===== src/rtl/spwm_pkg.sv =====
package spwm_pkg;

   // Geometry: two units of six channels each.
   localparam int UNITS = 2;
   localparam int CHANS = 6;
   localparam int NCH = 12;

   // Register byte offsets inside one unit; the second unit sits at UNIT_SECOND_BASE.
   localparam logic [7:0] OFS_MODE_CONTROL_C = 8'h00;
   localparam logic [7:0] OFS_PAIR_SELECT = 8'h04;
   localparam logic [7:0] OFS_CLOCK_SELECT = 8'h08;
   localparam logic [7:0] OFS_OUTPUT_CONFIG = 8'h0C;
   localparam logic [7:0] OFS_DUTY_BASE = 8'h10;
   localparam logic [7:0] OFS_STATUS = 8'h28;
   localparam logic [7:0] UNIT_SECOND_BASE = 8'h40;

   // Word indices derived from the offsets above.
   localparam logic [3:0] WORD_MODE = 4'h0;
   localparam logic [3:0] WORD_PAIR = 4'h1;
   localparam logic [3:0] WORD_CLOCK = 4'h2;
   localparam logic [3:0] WORD_OUTPUT = 4'h3;
   localparam logic [3:0] WORD_DUTY0 = 4'h4;
   localparam logic [3:0] WORD_DUTY5 = 4'h9;
   localparam logic [3:0] WORD_STATUS = 4'hA;

   // Field positions.
   localparam int PAIR01_BIT = 6;
   localparam int RESERVED_BIT = 7;
   localparam int INVERT_POS = 8;

   // Values after reset.
   localparam logic [7:0] MODE_CONTROL_C_RESET = 8'h00;
   localparam logic [7:0] DUTY_RESET = 8'h00;

   // Last count of each period before the counter wraps to zero.
   localparam logic [7:0] SP_LAST = 8'hFE;
   localparam logic [15:0] CASC_LAST = 16'hFFFE;

   // Clock select codes: undivided, /2, /4, /8.
   localparam logic [1:0] CLK_DIV1 = 2'h0;
   localparam logic [1:0] CLK_DIV2 = 2'h1;
   localparam logic [1:0] CLK_DIV4 = 2'h2;
   localparam logic [1:0] CLK_DIV8 = 2'h3;

   // Software settings of one unit.
   typedef struct packed {
      logic [7:0] mode_control_c;
      logic [1:0] pair_select;
      logic [11:0] clock_select;
      logic [5:0] out_enable;
      logic [5:0] out_invert;
   } spwm_unit_cfg_type;

endpackage


===== src/rtl/spwm_timer.sv =====
// How it works
// - Two units each drive six PWM outputs, every channel running on its own unless its pair is cascaded.
// - Each channel counter ticks on the clock, or the clock divided by 2, 4 or 8.
// - Pairs 1:0, 3:2, 5:4 cascade into one 16-bit timer, odd channel high.
// - Single-pulse mode gives duty from 0/255 to 255/255 in 1/255 steps.
// - Single-pulse carrier is the counter clock over a 255-count period.
// - Cascaded mode gives duty from 0/65535 to 65535/65535.
// - Cascaded carrier is the counter clock over a 65535-count period.
// - Pulse-division mode gives duty from 0/16 to 15/16.
// - Pulse-division carrier is the counter clock over a 16-count period.
// - Every output has its own enable and its own direct or inverted choice.
// - Mode bit 6 cascades channels 0 and 1, channel 1 as upper byte.
// - Mode bits 5 to 0 pick single-pulse (0) or pulse-division (1) per channel.
`timescale 1ns/1ns
module spwm_timer (
   input wire logic i_clock,
   input wire logic i_rst,
   input wire logic i_ce,
   input wire logic i_hsel,
   input wire logic [31:0] i_haddr,
   input wire logic [1:0] i_htrans,
   input wire logic i_hwrite,
   input wire logic [2:0] i_hsize,
   input wire logic [31:0] i_hwdata,
   input wire logic i_hready,
   output logic o_hreadyout,
   output logic o_hresp,
   output logic [31:0] o_hrdata,
   output logic [11:0] o_pwm
);

   ////////////////////////////////////////////////////////////////////////////////
   // State.

   spwm_pkg::spwm_unit_cfg_type cfg [spwm_pkg::UNITS];
   spwm_pkg::spwm_unit_cfg_type next_cfg [spwm_pkg::UNITS];
   logic [7:0] duty [spwm_pkg::NCH];
   logic [7:0] next_duty [spwm_pkg::NCH];
   logic [7:0] cnt [spwm_pkg::NCH];
   logic [7:0] next_cnt [spwm_pkg::NCH];
   logic [2:0] presc [spwm_pkg::UNITS];
   logic [2:0] next_presc [spwm_pkg::UNITS];
   logic [11:0] next_pwm;
   logic [11:0] wave;
   logic [11:0] tick;
   logic [5:0] cascade;
   logic wr_pend;
   logic next_wr_pend;
   logic [7:0] wr_addr;
   logic [7:0] next_wr_addr;
   logic [31:0] next_hrdata;
   logic accept;
   logic mapped;

   ////////////////////////////////////////////////////////////////////////////////
   // Bus slave.

   // The slave never stretches a transfer and never reports an error.
   assign o_hreadyout = 1'b1;
   assign o_hresp = 1'b0;
   assign accept = i_hsel && i_htrans[1] && i_hready;
   assign mapped = (i_haddr[31:7] == 25'h0) && (i_haddr[5:2] <= spwm_pkg::WORD_STATUS);

   // Read data is formed in the address phase so that it comes from a flip-flop
   // in the data phase; a write still pending in that same cycle is not yet seen.
   always_comb begin
      int u;
      int k;
      u = 0;
      k = 0;
      next_hrdata = 32'h0;
      next_wr_pend = 1'b0;
      next_wr_addr = wr_addr;
      if (accept && mapped) begin
         u = int'(i_haddr[6]);
         next_wr_pend = i_hwrite;
         next_wr_addr = i_haddr[7:0];
         if (!i_hwrite) begin
            unique case (i_haddr[5:2])
               spwm_pkg::WORD_MODE: next_hrdata = {24'h0, cfg[u].mode_control_c};
               spwm_pkg::WORD_PAIR: next_hrdata = {30'h0, cfg[u].pair_select};
               spwm_pkg::WORD_CLOCK: next_hrdata = {20'h0, cfg[u].clock_select};
               spwm_pkg::WORD_OUTPUT: next_hrdata = {18'h0, cfg[u].out_invert, 2'h0,
                  cfg[u].out_enable};
               spwm_pkg::WORD_STATUS: next_hrdata = {26'h0, o_pwm[u*spwm_pkg::CHANS +: 6]};
               default: begin
                  k = u * spwm_pkg::CHANS + int'(i_haddr[5:2]) - int'(spwm_pkg::WORD_DUTY0);
                  next_hrdata = {24'h0, duty[k]};
               end
            endcase
         end
      end
   end

   // Register writes land in the data phase; unmapped addresses were dropped above.
   always_comb begin
      int u;
      int k;
      logic [3:0] w;
      u = int'(wr_addr[6]);
      w = wr_addr[5:2];
      k = 0;
      next_cfg = cfg;
      next_duty = duty;
      if (wr_pend) begin
         unique case (w)
            spwm_pkg::WORD_MODE: next_cfg[u].mode_control_c = i_hwdata[7:0];
            spwm_pkg::WORD_PAIR: next_cfg[u].pair_select = i_hwdata[1:0];
            spwm_pkg::WORD_CLOCK: next_cfg[u].clock_select = i_hwdata[11:0];
            spwm_pkg::WORD_OUTPUT: begin
               next_cfg[u].out_enable = i_hwdata[5:0];
               next_cfg[u].out_invert = i_hwdata[spwm_pkg::INVERT_POS +: 6];
            end
            spwm_pkg::WORD_STATUS: next_cfg[u] = cfg[u];
            default: begin
               k = u * spwm_pkg::CHANS + int'(w) - int'(spwm_pkg::WORD_DUTY0);
               next_duty[k] = i_hwdata[7:0];
            end
         endcase
      end
   end

   // Bus state; the clock enable freezes it like everything else.
   always_ff @(posedge i_clock or posedge i_rst) begin
      if (i_rst) begin
         wr_pend <= 1'b0;
         wr_addr <= 8'h00;
         o_hrdata <= 32'h0;
         for (int u = 0; u < spwm_pkg::UNITS; u++) begin
            cfg[u] <= '0;
            cfg[u].mode_control_c <= spwm_pkg::MODE_CONTROL_C_RESET;
         end
         for (int c = 0; c < spwm_pkg::NCH; c++) begin
            duty[c] <= spwm_pkg::DUTY_RESET;
         end
      end else if (i_ce) begin
         wr_pend <= next_wr_pend;
         wr_addr <= next_wr_addr;
         o_hrdata <= next_hrdata;
         cfg <= next_cfg;
         duty <= next_duty;
      end
   end

   ////////////////////////////////////////////////////////////////////////////////
   // Prescaler and channels.

   // One free-running prescaler per unit; a channel ticks when the low bits it
   // watches are all ones, so /2, /4 and /8 ticks line up across channels.
   always_comb begin
      for (int u = 0; u < spwm_pkg::UNITS; u++) begin
         next_presc[u] = presc[u] + 3'h1;
         cascade[u*3 +: 3] = {cfg[u].pair_select, cfg[u].mode_control_c[spwm_pkg::PAIR01_BIT]};
      end
   end

   // Each channel counts alone, or as half of a cascaded pair whose even half
   // owns the clock select. Pulse-division with a cascade is left to software.
   always_comb begin
      int u;
      int l;
      int e;
      int o;
      int ls;
      logic [1:0] sel;
      logic [2:0] mask;
      logic [15:0] wide;
      logic [15:0] wide_duty;
      u = 0;
      l = 0;
      e = 0;
      o = 0;
      ls = 0;
      sel = spwm_pkg::CLK_DIV1;
      mask = 3'h0;
      wide = 16'h0;
      wide_duty = 16'h0;
      for (int c = 0; c < spwm_pkg::NCH; c++) begin
         u = c / spwm_pkg::CHANS;
         l = c % spwm_pkg::CHANS;
         e = c - (l % 2);
         o = e + 1;
         ls = cascade[c/2] ? (l - (l % 2)) : l;
         sel = cfg[u].clock_select[2*ls +: 2];
         unique case (sel)
            spwm_pkg::CLK_DIV1: mask = 3'h0;
            spwm_pkg::CLK_DIV2: mask = 3'h1;
            spwm_pkg::CLK_DIV4: mask = 3'h3;
            spwm_pkg::CLK_DIV8: mask = 3'h7;
         endcase
         tick[c] = (presc[u] & mask) == mask;
         wide = {cnt[o], cnt[e]};
         wide_duty = {duty[o], duty[e]};
         next_cnt[c] = cnt[c];
         if (cascade[c/2]) begin
            // Cascaded: 65535-count period, duty 65535 keeps the output active.
            wave[c] = wide < wide_duty;
            if (tick[c]) begin
               wide = (wide == spwm_pkg::CASC_LAST) ? 16'h0 : wide + 16'h1;
            end
            next_cnt[c] = (c == o) ? wide[15:8] : wide[7:0];
         end else if (cfg[u].mode_control_c[l]) begin
            // Pulse division: sixteen short pulses per 256 counts.
            wave[c] = cnt[c][3:0] < duty[c][7:4];
            if (tick[c]) begin
               next_cnt[c] = cnt[c] + 8'h01;
            end
         end else begin
            // Single pulse: 255-count period, duty 255 keeps the output active.
            wave[c] = cnt[c] < duty[c];
            if (tick[c]) begin
               next_cnt[c] = (cnt[c] == spwm_pkg::SP_LAST) ? 8'h00 : cnt[c] + 8'h01;
            end
         end
         // A disabled output rests low regardless of the polarity bit.
         next_pwm[c] = cfg[u].out_enable[l] & (wave[c] ^ cfg[u].out_invert[l]);
      end
   end

   // Counters, prescalers and outputs; all hold while the clock enable is low.
   always_ff @(posedge i_clock or posedge i_rst) begin
      if (i_rst) begin
         o_pwm <= 12'h000;
         for (int u = 0; u < spwm_pkg::UNITS; u++) begin
            presc[u] <= 3'h0;
         end
         for (int c = 0; c < spwm_pkg::NCH; c++) begin
            cnt[c] <= 8'h00;
         end
      end else if (i_ce) begin
         o_pwm <= next_pwm;
         presc <= next_presc;
         cnt <= next_cnt;
      end
   end
endmodule // spwm_timer


===== config.mk =====
export PLATFORM = sky130hd
export DESIGN_NAME = spwm_timer
export DESIGN_NICKNAME = d
export VERILOG_FILES = /design/src/rtl/spwm_pkg.sv /design/src/rtl/spwm_timer.sv
export SDC_FILE = /design/constraint.sdc
export NUM_CORES = 1
export LEC_CHECK = 0
export BUFFER_PORTS_ARGS = -buffer_cell sky130_fd_sc_hd__buf_2
export CORE_MARGIN = 10
export CORE_UTILIZATION = 35
export CTS_CLUSTER_SIZE = 20
export DETAILED_ROUTE_END_ITERATION = 7
export GPL_TIMING_DRIVEN = 0
export SLEW_MARGIN = 0
export SYNTH_ARGS = -nofsm -noshare
export SYNTH_HDL_FRONTEND = slang
export SYNTH_SLANG_ARGS = --single-unit

===== constraint.sdc =====
create_clock -name i_clock -period 10.6 [get_ports i_clock]
set_input_delay 0.53 -clock i_clock [delete_from_list [all_inputs] [get_ports i_clock]]
set_output_delay 0.53 -clock i_clock [all_outputs]
set_load 0.005 [all_outputs]

* Word level (Yosys, flattened, before mapping)
Index checks and enable logic that the tools add are counted.
** Cells by class
- $add $sub $neg :: 24
- Multipliers :: 2
- Magnitude comparators :: 37
- Eq/ne operators :: 74
- Shift operators :: 7
- Mux-type cells :: 155
- Bitwise logic cells :: 41
- Reduce and logical (&&, ||, !) cells :: 38
** Operator list (count)
- 2-to-1 mux 8 bit :: 69
- bitwise mux 68 bit :: 6
- one-hot mux 68 bit (5 select lines) :: 1
- 2-to-1 mux 34 bit :: 8
- demux 34 bit (select 1 bit) :: 6
- 2-to-1 mux 16 bit :: 12
- one-hot mux 3 bit (4 select lines) :: 12
- adder 16 x 1 -> 16 bit (second input constant) :: 6
- adder 8 x 1 -> 8 bit (second input constant) :: 12
- bitwise mux 96 bit :: 1
- equality test 16 bit (second input constant) :: 6
- equality test 8 bit (second input constant) :: 12
- < comparator 16 bit :: 6
- < comparator 8 bit :: 12
- one-hot mux 14 bit (5 select lines) :: 1
- >= comparator 32 x 2 -> 1 bit (second input constant) :: 2
- >= comparator 32 x 5 -> 1 bit (second input constant) :: 2
- < comparator 32 x 1 -> 1 bit (second input constant) :: 2
- 2-to-1 mux 32 bit :: 2
- NOT 1 -> 32 bit :: 2
- NOT 32 bit :: 2
- equality test 2 bit (second input constant) :: 24
- < comparator 4 bit :: 12
- bitwise AND 3 bit :: 12
- other kinds (32) :: 148
** Word-level totals
- Flip-flop bits (word level) :: 318
- Input bits :: 75
- Output and inout port bits :: 46
- Logic and storage cells :: 418

* Depth between registers and ports, before layout
- Word-level depth :: 10
- Depth in mapped cells :: 15
- Gate-level depth less buffers :: 12

* Least setup slack after synthesis
OpenSTA, ideal clock, no wires.
- Kind :: input port to flip-flop
- Start point :: input port i_haddr[6]
- End point :: register o_hrdata[3]
- Setup time :: 125 ps
- Data arrival time :: 3021 ps
- Path slack :: 7454 ps
- Stages on the path :: 12
- Buffers on the path :: 3
- Cells stage by stage :: clkbuf_1 clkbuf_1 inv_1 ha_1 inv_1 ha_1 xor2_1 xnor2_1 clkbuf_1 o21ai_0 a221oi_1 o2bb2ai_1
** On the way
- Cells in the longest elaborated chain, start to end :: 10
- Elaborated cells on any way between the ends :: 15
- Those cells by class :: 2 x add/sub; 1 x mul; 1 x shift; 9 x mux; 2 x bitwise
** Ends and longest elaborated chain
- start: declaration :: line spwm_timer.sv:20 : input wire logic [31:0] i_haddr,
- multiplier 1 x 2 -> 3 bit :: line spwm_timer.sv:85, spwm_timer.sv:87
- adder 4 x 4 -> 5 bit :: line spwm_timer.sv:87 : k = u * spwm_pkg::CHANS + int'(i_haddr[5:2]) - int'(spwm_pkg::WORD_DUTY0);
- subtractor 5 x 3 -> 6 bit :: line spwm_timer.sv:87
- NOT 32 bit (not written as such) :: line spwm_timer.sv:88 : next_hrdata = {24'h0, duty[k]};
- binary-select mux 8 bit (select 4 bit) :: line spwm_timer.sv:88
- 2-to-1 mux 8 bit (not written as such) (2 in series) :: line spwm_timer.sv:88
- one-hot mux 14 bit (5 select lines) * :: line spwm_timer.sv:79 : unique case (i_haddr[5:2])
- 2-to-1 mux 32 bit * :: line spwm_timer.sv:78 : if (!i_hwrite) begin
- 2-to-1 mux 32 bit * :: line spwm_timer.sv:74 : if (accept && mapped) begin
- end signal: assignment :: line spwm_timer.sv:139 : o_hrdata <= next_hrdata;
- end: declaration :: line spwm_timer.sv:28 : output logic [31:0] o_hrdata,
Mark *: on every way between the ends. The rest lies on a longest branch, timed or not. The select of a mux whose other input is x is not followed.
A chain may end at the register's enable or synchronous reset.

* Worst setup path after layout
- Start point :: register wr_addr[6]
- End point :: register duty[63] (netlist name)
** On the way
- Cells in the longest elaborated chain, start to end :: 9
- Elaborated cells on any way between the ends :: 10
- Those cells by class :: 2 x add/sub; 1 x mul; 2 x order compare; 3 x mux; 1 x bitwise; 1 x reduce/logical
** Ends and longest elaborated chain
- start: declaration :: line spwm_timer.sv:49 : logic [7:0] wr_addr;
- start signal: assignment :: line spwm_timer.sv:138 : wr_addr <= next_wr_addr;
- multiplier 1 x 2 -> 3 bit * :: line spwm_timer.sv:116 : k = u * spwm_pkg::CHANS + int'(w) - int'(spwm_pkg::WORD_DUTY0);
- adder 4 x 4 -> 5 bit * :: line spwm_timer.sv:116
- subtractor 5 x 3 -> 6 bit * :: line spwm_timer.sv:116
- NOT 32 bit (not written as such) * :: line spwm_timer.sv:117 : next_duty[k] = i_hwdata[7:0];
- >= comparator 32 x 5 -> 1 bit (not written as such) or < comparator 32 x 1 -> 1 bit (tied branches) :: line spwm_timer.sv:117
- logical AND 1 bit (not written as such) :: line spwm_timer.sv:117
- 2-to-1 mux 8 bit (not written as such) :: line spwm_timer.sv:117
- demux 8 bit (select 4 bit) * :: line spwm_timer.sv:117
- bitwise mux 96 bit * :: line spwm_timer.sv:117
- end signal: indexed assignment :: line spwm_timer.sv:134 : duty[c] <= spwm_pkg::DUTY_RESET;
- end signal: assignment :: line spwm_timer.sv:141 : duty <= next_duty;
- end: declaration :: line spwm_timer.sv:37 : logic [7:0] duty [spwm_pkg::NCH];
Mark *: on every way between the ends. The rest lies on a longest branch, timed or not.

==> summary.txt <==
Yosys
  • Post-synth cell types: 81
  • Post-synth top flop: dfrtp_1
  • Post-synth EDFFs: 0
  • Yosys warns: 0
  • Register area share after synthesis: 37.80%
  • Largest cells by area after synthesis: dfrtp_1, ha_1, mux2_2, o21ai_0, nand2_1
  • Synth area leader: dfrtp_1
  • Most frequent cells after synthesis: dfrtp_1, nand2_1, ha_1
  • Synth Area per Inst: 9.742 sq um
  • Synth Register Bits: 298
  • Most common cell in the netlist: dfrtp_1
  • Cells after Synth: 2025
  • Post-synth ARST share: 100.0%
  • Top cell type's share of synthesized area: 37.80%
  • Cell Area, Synth: 19730 sq um

Timing
  • Clock skew: 0.02558 ns
  • Final hold viol count: 0
  • RSZ-0062 raised after global routing: false
  • Max Clk Rate: 243.2 MHz
  • Max transition margin: 14.65%
  • Min Tclk post-route: 4.111 ns
  • Final WS setup: 6.489 ns
  • Final hold slack: 0.07227 ns
  • Worst slew pin tran: 1.280 ns
  • Fin. max-slew vios: 0
  • Final period util: 38.78%
  • Final setup viols: 0

Worst setup path
  • Crit path largest cell delay: 0.52 ns
  • R2r worst-path depth: 15
  • Max FO, Critical Path: 10
  • Crit path capture type: flip-flop
  • Startpoint types: flip-flop
  • Worst path cell trace: clkbuf_1 > inv_1 > ha_1 > inv_1 > ha_1 > inv_1 > fa_1 > xor2_1 > a21oi_1 > nor3b_1 > and2_1 > clkbuf_1 > clkbuf_1 > nand2_1 > o21ai_0
  • CP arrival: 4.59 ns
  • CP Class: flip-flop to flip-flop
  • Worst reg2reg endpoint: duty[63]$_DFFE_PP0P_
  • R2r setup slk: 6.49 ns
  • Reg-to-Reg Start: wr_addr[6]$_DFFE_PP0P_
  • Critical Path RT: 11.08 ns
  • Slowest cell on crit path: nor3b_1

Detailed routing
  • Routed vias/inst: 5.762
  • Routed WL per cell: 22.04 microns
  • Pre-antenna DRT Iters: 7
  • Detailed Route WL: 64.61 mm
  • DRC Markers: 0
  • Total number of vias: 16890
  • Post-DRT Antenna Nets: 0
  • Iter 0 DRT Violations: 1536

Clock network
  • # resized after CTS: 0
  • Clock tree buffer depth: 3
  • Postcts setup bufs: 0
  • Cts hold-fix bufs: 0
  • CTS buffer count: 36
  • Clock Latency Late Sink: 0.57 ns
  • Root Buffer: clkbuf_16
  • Clk pin slew, worst setup/hold paths: 0.06 ns
  • H-tree levels: 2
  • CTS tree: built
  • CTS Sinks: 298

Finish
  • FF+latch area: 7457 sq um
  • Area grow syn2layout: 13.58%
  • Final #Nets: 2397
  • Fin util: 40.43%
  • Fill cells: 5380
  • Area of the multi-input gates: 11340 sq um
  • Finished Layout Cells: 2931
  • Layout cells sized above 1: 16.96%

Power
  • Peak VDD IR: 0.0001185 V
  • Total power: 0.003236 W
  • Power Dens Cells: 144.4 nW/um^2
  • Leakage: 10.04 nW

Floorplanning
  • Die span in x: 257.4 microns
  • Initial Util: 35.60%
  • Core ar.: 55420 sq um
  • Row Count: 86
  • Die height: 257.4 microns
  • I/O pins: 121
  • Die area: 66260 sq um

Place
  • Placed Cells: 2865
  • HPWL after detailed placement: 49.09 mm
  • Place WS: 6.209 ns
  • PortBufs: 72
  • Placer Congestion: 1.039

Hold path
  • Hold crit path type: input port to async pin

GRT
  • Met1 Use GR: 25.99%
  • Initial antenna violation count: 1
  • Number of global-route vias before repair: 16350
  • First-pass GRT wire length: 98.87 mm
  • Global-route usage over all layers: 18.93%
  • Grt met2 use: 29.32%
  • GRT Max-Usage Layer: met2
  • Largest net degree at the start of global routing: 124
  • Met3 usage in global routing: 4.326%
  • Gr ovfl total: 0

Flow run
  • Max_cap viols: 0

Status
  • Outcome: finished, final reports clean
cells by family after synthesis:
family	synth area share, %
compound gates	17.63
buf+inv	5.080
simple gates	14.63
xor+xnor	0.4439
fa+ha+maj	10.57
mux	13.81
flops	37.80
other cells	0.03807
flip-flops by register name, indices dropped and copies added (netlist names), 5 cells and up:
register  cells
duty         96
presc         6
o_hrdata     14
cnt          96
cascade       6
o_pwm        12
cfg          62
wr_addr       5
how the worst max path moves through the flow:
stage                         endpoint  slack (ns)                    from
6_report          duty[63]$_DFFE_PP0P_        6.49  wr_addr[6]$_DFFE_PP0P_
5_1_grt           duty[57]$_DFFE_PP0P_        6.25  wr_addr[6]$_DFFE_PP0P_
4_1_cts           duty[63]$_DFFE_PP0P_        6.62  wr_addr[6]$_DFFE_PP0P_
3_5_place_dp   o_hrdata[3]$_DFFE_PP0P_        6.21              i_haddr[6]
3_3_place_gp       cnt[48]$_DFFE_PP0P_       -1.79                   i_rst
2_1_floorplan   cascade[0]$_DFFE_PP0P_        1.84                   i_rst
critical path: cells and delay by family, from the launching register on:
family | cells | cell delay (ns)
AND/OR/NAND/NOR | 3 | 0.92
buffers and inverters | 6 | 1.36
adder cells (fa/ha/maj) | 3 | 0.83
flip-flops | 1 | 0.36
AO/OA/AOI/OAI | 2 | 0.41
XOR/XNOR | 1 | 0.15
placed cells by master (no fill, tap or decap), types with 9 or more instances in the layout:
| cell | count |
|---|---|
| a211oi_1 | 15 |
| a21o_1 | 17 |
| a21oi_1 | 79 |
| a221oi_1 | 12 |
| a22o_1 | 9 |
| a2bb2oi_1 | 9 |
| a31oi_1 | 17 |
| and2_1 | 12 |
| and3_1 | 25 |
| and4_1 | 10 |
| buf_2 | 87 |
| buf_4 | 20 |
| clkbuf_1 | 54 |
| clkbuf_16 | 37 |
| clkbuf_8 | 9 |
| conb_1 | 20 |
| dfrtp_1 | 298 |
| ha_1 | 165 |
| inv_1 | 149 |
| mux2_2 | 157 |
| mux2i_1 | 36 |
| mux4_2 | 26 |
| nand2_1 | 176 |
| nand2b_1 | 36 |
| nand3_1 | 74 |
| nand4_1 | 40 |
| nor2_1 | 90 |
| nor2b_1 | 25 |
| nor3_1 | 26 |
| nor4_1 | 11 |
| o211ai_1 | 12 |
| o21a_1 | 17 |
| o21ai_0 | 163 |
| o2bb2ai_1 | 16 |
| o31ai_1 | 32 |
final cells by class:
type                    instances  area share [%]
flip-flops and latches        298           33.28
well taps                     748           4.177
repair buffers                 75           1.887
clock buffers                  52           4.786
multi-input cells            1503           50.59
diodes                          1         0.01117
plain buffers                  91           1.943
clock inverters                12          0.7594
inverters                     151           2.563
metrics by stage:
stage / TNS (ns) / area, sq um
2_1_floorplan: 0 / 19800
3_3_place_gp: -524.55 / 21090
3_5_place_dp: 0 / 21150
4_1_cts: 0 / 22400
5_1_grt: 0 / 22400
6_report: 0 / 22410
layer usage:
| metal | wire (microns) | share of wire, % |
|---|---|---|
| met1 | 29360 | 45 |
| met2 | 28560 | 44 |
| met3 | 4953 | 7.7 |
| met4 | 1704 | 2.6 |
| met5 | 27 | 0.042 |
report_power, final:
group	leakage (nW)	switching (W)	internal, W
sequential	3.90	0.000142	0.00122
clock	0.613	0.000516	0.000801
combinational	5.52	0.000327	0.000234
Power figures use the tool's default switching activity.
